<file path="src/hdl/pbr_pkg.sv">
package pbr_pkg;
  // widths of the primary bus
  localparam int ADDR_W = 24;
  localparam int DATA_W = 32;
  // cpu_clock_phase_one is derived from clk_sys by this divider (half period in clk_sys cycles)
  localparam logic [1:0] PHASE_HALF = 2'h2;
  // least low time of the request, in phase periods
  localparam int REQ_MIN_PHASES = 2;
  // reset values
  localparam logic ACK_RST = 1'b1;
  localparam logic BUS_STROBE_N_RST = 1'b1;
  // release sequence states
  typedef enum logic [2:0] {
    PBR_OWN,
    PBR_DRAIN,
    PBR_PARK,
    PBR_FLOAT,
    PBR_LINGER
  } pbr_state_e;
endpackage

</file>
<file path="src/hdl/pbr_release.sv">
`timescale 1ns/100ps
// Notes on behaviour
// - request is asynchronous; may add a cycle
// - inhibit ends release and blocks new ones
// - during request, core bus access stalls
// - one write may post; second write stalls
// - acknowledge changes only at phase-one fall
// - strobe goes high, then floats, restored after
// - direction, address, data float during release
// - acknowledge holds one phase after request rises
module pbr_release
  import pbr_pkg::*;
(
  input wire logic clk_sys,
  input wire logic rstn,
  input wire logic bus_request_n,
  input wire logic bus_release_inhibit,
  input wire logic coreReq,
  input wire logic coreWrite,
  input wire logic [ADDR_W-1:0] coreAddr,
  input wire logic [DATA_W-1:0] coreWdata,
  input wire logic [DATA_W-1:0] busDataIn,
  output logic coreStall,
  output logic [DATA_W-1:0] coreRdata,
  output logic cpu_clock_phase_one,
  output logic bus_grant_ack_n,
  output logic bus_strobe_n,
  output logic busStrobeOe,
  output logic readWriteDir,
  output logic readWriteOe,
  output logic [ADDR_W-1:0] busAddr,
  output logic busAddrOe,
  output logic [DATA_W-1:0] busDataOut,
  output logic busDataOe
);
  logic reqSyncN; // synchronised request, active low
  logic [1:0] phaseCnt_reg; // phase divider count
  logic [1:0] phaseCnt_next;
  logic phase_next;
  logic phaseFall; // phase one falls on this edge
  pbr_state_e state_reg;
  pbr_state_e state_next;
  logic ack_next;
  logic bus_strobe_n_next;
  logic strbOe_next;
  logic rwOe_next;
  logic addrOe_next;
  logic dataOe_next;
  logic rw_next;
  logic [ADDR_W-1:0] addr_next;
  logic [DATA_W-1:0] wdata_next;
  logic [DATA_W-1:0] rdata_next;
  logic cycleActive_reg; // one bus access spans one phase period
  logic cycleActive_next;
  logic postValid_reg; // one write held while released
  logic postValid_next;
  logic [ADDR_W-1:0] postAddr_reg;
  logic [ADDR_W-1:0] postAddr_next;
  logic [DATA_W-1:0] postData_reg;
  logic [DATA_W-1:0] postData_next;
  logic stall_next;
  logic released; // bus is parked for release or granted away
  logic wantRelease;

  // pin crosses into clk_sys through two flops
  pbr_sync uReqSync (
    .clk_sys(clk_sys),
    .rstn(rstn),
    .asyncIn(bus_request_n),
    .syncOut(reqSyncN)
  );

  // phase-one clock divider; every pin update below waits for its fall
  always_comb
  begin
    phaseCnt_next = phaseCnt_reg + 2'h1;
    phase_next = cpu_clock_phase_one;
    if (phaseCnt_reg == PHASE_HALF - 2'h1)
    begin
      phaseCnt_next = 2'h0;
      phase_next = ~cpu_clock_phase_one;
    end
  end
  assign phaseFall = (phaseCnt_reg == PHASE_HALF - 2'h1) && cpu_clock_phase_one;

  always_ff @(posedge clk_sys)
  begin
    if (!rstn)
    begin
      phaseCnt_reg <= 2'h0;
      cpu_clock_phase_one <= 1'b0;
    end
    else
    begin
      phaseCnt_reg <= phaseCnt_next;
      cpu_clock_phase_one <= phase_next;
    end
  end

  // inhibit overrides any request
  assign wantRelease = !reqSyncN && !bus_release_inhibit;
  assign released = (state_reg == PBR_PARK) || (state_reg == PBR_FLOAT) || (state_reg == PBR_LINGER);

  // release sequencer and bus access engine
  always_comb
  begin
    state_next = state_reg;
    ack_next = bus_grant_ack_n;
    bus_strobe_n_next = bus_strobe_n;
    strbOe_next = busStrobeOe;
    rwOe_next = readWriteOe;
    addrOe_next = busAddrOe;
    dataOe_next = busDataOe;
    rw_next = readWriteDir;
    addr_next = busAddr;
    wdata_next = busDataOut;
    rdata_next = coreRdata;
    cycleActive_next = cycleActive_reg;
    postValid_next = postValid_reg;
    postAddr_next = postAddr_reg;
    postData_next = postData_reg;
    stall_next = 1'b0;
    if (phaseFall)
    begin
      case (state_reg)
        PBR_OWN:
        begin
          // finish the access first, grant never cuts it short
          if (cycleActive_reg)
          begin
            cycleActive_next = 1'b0;
            bus_strobe_n_next = 1'b1;
            dataOe_next = 1'b0;
            if (readWriteDir)
            begin
              rdata_next = busDataIn;
            end
          end
          else if (wantRelease)
          begin
            state_next = PBR_PARK;
          end
          else if (postValid_reg)
          begin
            // drain the posted write once the bus is back
            postValid_next = 1'b0;
            cycleActive_next = 1'b1;
            bus_strobe_n_next = 1'b0;
            rw_next = 1'b0;
            addr_next = postAddr_reg;
            wdata_next = postData_reg;
            dataOe_next = 1'b1;
          end
          else if (coreReq)
          begin
            cycleActive_next = 1'b1;
            bus_strobe_n_next = 1'b0;
            rw_next = !coreWrite;
            addr_next = coreAddr;
            wdata_next = coreWdata;
            dataOe_next = coreWrite;
          end
        end
        PBR_PARK:
        begin
          // strobe already parked high; now float everything and grant
          strbOe_next = 1'b0;
          rwOe_next = 1'b0;
          addrOe_next = 1'b0;
          dataOe_next = 1'b0;
          ack_next = 1'b0;
          state_next = PBR_FLOAT;
        end
        PBR_FLOAT:
        begin
          if (bus_release_inhibit)
          begin
            state_next = PBR_OWN;
            ack_next = 1'b1;
            strbOe_next = 1'b1;
            rwOe_next = 1'b1;
            addrOe_next = 1'b1;
          end
          else if (reqSyncN)
          begin
            state_next = PBR_LINGER;
          end
        end
        PBR_LINGER:
        begin
          // one extra phase with acknowledge still low
          state_next = PBR_OWN;
          ack_next = 1'b1;
          strbOe_next = 1'b1;
          rwOe_next = 1'b1;
          addrOe_next = 1'b1;
        end
        default:
        begin
          state_next = PBR_OWN;
        end
      endcase
    end
    // accept one write while released, stall anything else
    if (released && coreReq)
    begin
      if (coreWrite && !postValid_reg && !coreStall)
      begin
        postValid_next = 1'b1;
        postAddr_next = coreAddr;
        postData_next = coreWdata;
      end
      else
      begin
        stall_next = 1'b1;
      end
    end
    else if (coreReq && !(cycleActive_next && !cycleActive_reg && !postValid_reg)) // held until launched
    begin
      stall_next = 1'b1;
    end
  end

  // register everything; pins come straight from flops
  always_ff @(posedge clk_sys)
  begin
    if (!rstn)
    begin
      state_reg <= PBR_OWN;
      bus_grant_ack_n <= ACK_RST;
      bus_strobe_n <= BUS_STROBE_N_RST;
      busStrobeOe <= 1'b1;
      readWriteOe <= 1'b1;
      busAddrOe <= 1'b1;
      busDataOe <= 1'b0;
      readWriteDir <= 1'b1;
      busAddr <= '0;
      busDataOut <= '0;
      coreRdata <= '0;
      cycleActive_reg <= 1'b0;
      postValid_reg <= 1'b0;
      postAddr_reg <= '0;
      postData_reg <= '0;
      coreStall <= 1'b0;
    end
    else
    begin
      state_reg <= state_next;
      bus_grant_ack_n <= ack_next;
      bus_strobe_n <= bus_strobe_n_next;
      busStrobeOe <= strbOe_next;
      readWriteOe <= rwOe_next;
      busAddrOe <= addrOe_next;
      busDataOe <= dataOe_next;
      readWriteDir <= rw_next;
      busAddr <= addr_next;
      busDataOut <= wdata_next;
      coreRdata <= rdata_next;
      cycleActive_reg <= cycleActive_next;
      postValid_reg <= postValid_next;
      postAddr_reg <= postAddr_next;
      postData_reg <= postData_next;
      coreStall <= stall_next;
    end
  end
endmodule

</file>
<file path="src/hdl/pbr_sync.sv">
`timescale 1ns/100ps
// two-stage synchroniser for an asynchronous level
module pbr_sync
  import pbr_pkg::*;
(
  input wire logic clk_sys,
  input wire logic rstn,
  input wire logic asyncIn,
  output logic syncOut
);
  logic stage1_reg; // metastable stage, read only by stage two
  logic stage1_next;
  logic syncOut_next;

  // next values: shift the level along
  always_comb
  begin
    stage1_next = asyncIn;
    syncOut_next = stage1_reg;
  end

  // inactive level is high, so reset to high
  always_ff @(posedge clk_sys)
  begin
    if (!rstn)
    begin
      stage1_reg <= 1'b1;
      syncOut <= 1'b1;
    end
    else
    begin
      stage1_reg <= stage1_next;
      syncOut <= syncOut_next;
    end
  end
endmodule

</file>
<file path="config.mk">
export PLATFORM = sky130hd
export DESIGN_NAME = pbr_release
export DESIGN_NICKNAME = d
export VERILOG_FILES = /design/src/hdl/pbr_pkg.sv /design/src/hdl/pbr_release.sv /design/src/hdl/pbr_sync.sv
export SDC_FILE = /design/constraint.sdc
export NUM_CORES = 1
export LEC_CHECK = 0
export BUFFER_PORTS_ARGS = -buffer_cell sky130_fd_sc_hd__buf_4
export CAP_MARGIN = 25
export CORE_MARGIN = 2
export CORE_UTILIZATION = 40
export CTS_BUF_LIST = sky130_fd_sc_hd__clkbuf_8
export CTS_CLUSTER_DIAMETER = 200
export DETAILED_ROUTE_END_ITERATION = 10
export PLACE_DENSITY_LB_ADDON = 0.1
export SETUP_SLACK_MARGIN = 0.15
export SLEW_MARGIN = 20
export SYNTH_ARGS = -nofsm -noshare
export SYNTH_HDL_FRONTEND = slang
export SYNTH_SLANG_ARGS = --single-unit
</file>
<file path="constraint.sdc">
create_clock -name clk_sys -period 1.9 [get_ports clk_sys]
set_input_delay 0.38 -clock clk_sys [delete_from_list [all_inputs] [get_ports clk_sys]]
set_output_delay 0.38 -clock clk_sys [all_outputs]
set_load 0.02 [all_outputs]
</file>
==> impl_summary.md <==
Layout
The most common cell after layout, fill and taps aside is buf_4. The number of inserted filler cells in the final layout is 1659. Once layout is complete, the cells apart from fillers number roughly 1200. The top cell types in the final layout, fill and taps aside, are 205 x buf_4, 158 x dfxtp_1, 117 x nand2_1. After routing the design area is 9080 sq um. In the final layout, the share of cells above drive strength 1 is 0.316.

Relative to the synthesized area, the layout overhead comes to 30.0%. The layout net count is 1037. The share of the core filled with cells in the final layout is 0.529.

Synthesis
In the synthesized netlist, the number of instances is 796. Counting flops and latches in the post-synthesis netlist gives about 160. Sorting the synthesized cells by area gives the leading types as dfxtp_1 46%, mux2i_1 8.0%, o221a_2 7.6%, a21oi_1 6.7%, nand2_1 6.3%. The proportion of register bits with asynchronous set or reset after synthesis is 0. Of the synthesized area, sequential elements account for 0.456. The compound-cell area share of the yosys netlist is 0.211. The cell type contributing the most total cell area after synthesis is dfxtp_1. By area, the combinational part of the netlist is dominated by compound AO/OA/AOI/OAI gates. The portion of synthesized area spent on multiplexers is 0.0802.

Of the total synthesized cell area, the portion taken by full adders, half adders and majority gates is 0.00179. The average size of a mapped cell is 8.78 sq um. Of the post-synthesis cell area, the dominant cell type holds 0.456. The number of warnings reported in the yosys synthesis log is 0. Of the total synthesized cell area, the portion taken by XOR and XNOR cells is 0.00125.

The post-synthesis cell area is 6990 sq um. Of the total synthesized cell area, the portion taken by AND, OR, NAND and NOR gates is 0.191. The post-synth net total is 891. Yosys mapped a number of flops with a built-in enable equal to 0. The count of unique library cells instantiated by Yosys is 42. The top flip-flop cell by instance count after synthesis is dfxtp_1.

Clock network
The clock network latency to the later pin of the worst-skew pair is 0.45 ns. The number of buffers inserted during clock tree synthesis is 17. The TritonCTS clock tree is done. Counting every sink on the clock net gives 159. After clock tree synthesis, the clock-pin slew on the worst setup and hold paths is 0.08 ns. The tree is rooted in a clkbuf_8. The H-tree was split into 4 levels. The clock passes through at most 2 buffers.

Drt
The starting DRC count in detailed routing is 354. The detailed route wirelength on metal3 is 1170 microns. Signal routing reaches up to met4.

In the final routing, the length of wire on met1 measures 8070 microns. The routed length per instance is 15.9 microns. Wire segments on met2 add up to 9190 microns in the final route. The remaining antenna violation count after routing is 0. The vias per cell is 5.37. The number of vias in the routed layout is 6348.

The post-detailed-routing wire length is 18800 microns. The first-pass iteration count of the detailed router is 5. In the routed design, unresolved DRC markers number 0.

Timing
The worst pin sits at a relative slew slack of 0.613. The final-report max-slew violation count was 0. Setup violations remaining at the end of the flow were counted as 0. The smallest clock period supported by the final layout is computed as 1.72 ns. The worst hold slack is 0.140 ns.

At the pin with the least slew margin, the transition time is 0.580 ns. Based on the critical path, the design can be clocked at up to 581 MHz. The setup clock skew after layout is 0.0133 ns. In the final timing run, aggregate negative setup slack is 0 ns.

Dividing the final minimum period by the clock period gives 0.906. Setup repair after global routing could not meet its margin everywhere. The number of hold-slack violations in the final timing report is 0.

Placed design
The last weighted congestion value of the routability-driven placer is about 0.78. The count of buffers added on input and output ports is 190. The placed instance area is ~8600 sq um. The total half-perimeter wirelength after legalization and detailed placement is 12200 microns. The total placed cells including tap cells is 1147.

Worst hold path
The worst hold path belongs to the class primary input to flop.

Power and ir drop
The worst supply voltage drop on vdd is 0.445 mV. The total leakage power is 3.66 nW. In this run the power density over the cells is 776 nW/um^2.

Die
The floorplan has 48 rows. The number of top-level pins is ~190. The die covers 18500 sq um. The total area inside the core boundary comes to 17200 sq um. The starting density of the core is 0.407. In this run the horizontal extent of the chip is 136 microns. In this run the vertical extent of the chip is 136 microns.

Job
The number of max-capacitance violations reported is 0.

Setup path
The signal on the critical path passes through or4_4, or2_4, buf_12, o221a_2. The kind of start point of the critical path is a flop. The worst setup path is captured at a flop. Among cell families on the critical path, the largest total delay comes from simple AND/OR/NAND/NOR gates. The maximum fanout along the worst path is 36. The library cell contributing the largest single delay on the critical path is or4_4. The required arrival time at the worst endpoint is 2.24 ns.

Counting both buffers and inverters, the worst setup path holds a total of 1. The critical path is of the flop to flop type. The data arrival time of the critical path is just over 2 ns. The worst stage delay on the critical path is 0.57 ns.

GRT
Entering global routing, the biggest net connects 119 pins. The total congestion overflow is 0. The first-pass GRT wire length is between 20000 and 30000 microns. The number of global-route vias before repair is 6068. In the global route stage, overall resource usage came out at 0.200. The number of antenna violations at the first check in global routing is 2.

Run status
The flow ran to the end, and the final reports show no timing, DRC or antenna violations.
cell usage after synthesis, drive strengths merged (2+ instances only):
master,count
a21oi,93
nand2,117
clkbuf,62
dfxtp,159
nor2,61
o221a,57
inv,5
o21a,5
o221ai,2
o21ai,3
nor2b,59
mux2i,56
o31ai,32
nand3,33
buf,26
or3b,2
nand2b,3
cell families after synthesis:
| family | after synthesis |
|---|---|
| buffers and inverters | 94 |
| AND/OR/NAND/NOR | 286 |
| AO/OA/AOI/OAI | 199 |
| XOR/XNOR | 1 |
| multiplexers | 56 |
| adder cells (fa/ha/maj) | 1 |
| flip-flops | 159 |
final timing paths:
path / cells after the start / startpoint / slack, ns / endpoint
worst min register to register: 1 / uReqSync.stage1_reg / 0.41 / uReqSync.syncOut
worst max-delay path: 4 / state_reg[2] / 0.18 / busDataOut[11]
worst max register to register: 4 / state_reg[2] / 0.18 / busDataOut[11]
worst min-delay path: 2 / bus_request_n / 0.14 / uReqSync.stage1_reg
per-stage QoR:
stage | power [mW] | worst slack, ns
CTS | 7.13 | 0.161
global placement | 4.27 | 0.0934
floorplan | 3.91 | 0.108
finish | 7.05 | 0.179
global route | 7.36 | 0.122
detailed placement | 4.28 | 0.0782
layout make-up:
cell class              instances  area [sq um]  area share
flip-flops and latches        159          3190       0.351
clock buffers                  19           262      0.0288
multi-input cells             543          3420       0.376
diodes                          2          5.00    0.000551
repair buffers                215          1720       0.189
clock inverters                13           193      0.0212
well taps                     225           282      0.0310
inverters                       6          22.5     0.00248
what timing repair did:
item	in CTS	in global routing
hold buffers	0	0
resized for setup	3	4
buffers inserted	0	1
setup endpoints to repair	104	113
worst register-to-register path, stage by stage, from the launching register on:
cell	delay [ns]
dfxtp_1	0.32
or4_4	0.57
or2_4	0.29
buf_12	0.18
o221a_2	0.26
where the power goes:
part           total (mW)  switching, mW  internal, mW
sequential           3.43         0.0401          3.39
combinational       0.775          0.415         0.360
clock                2.85           1.23          1.62
total                7.05           1.68          5.37
metal layers:
metal / up-vias / track usage
met5: - / 0
met4: 0 / 0.0868
met2: 199 / 0.339
li1: 3097 / -
met1: 3029 / 0.246
met3: 23 / 0.0418
No activity file was read; power rests on OpenSTA's default activity.
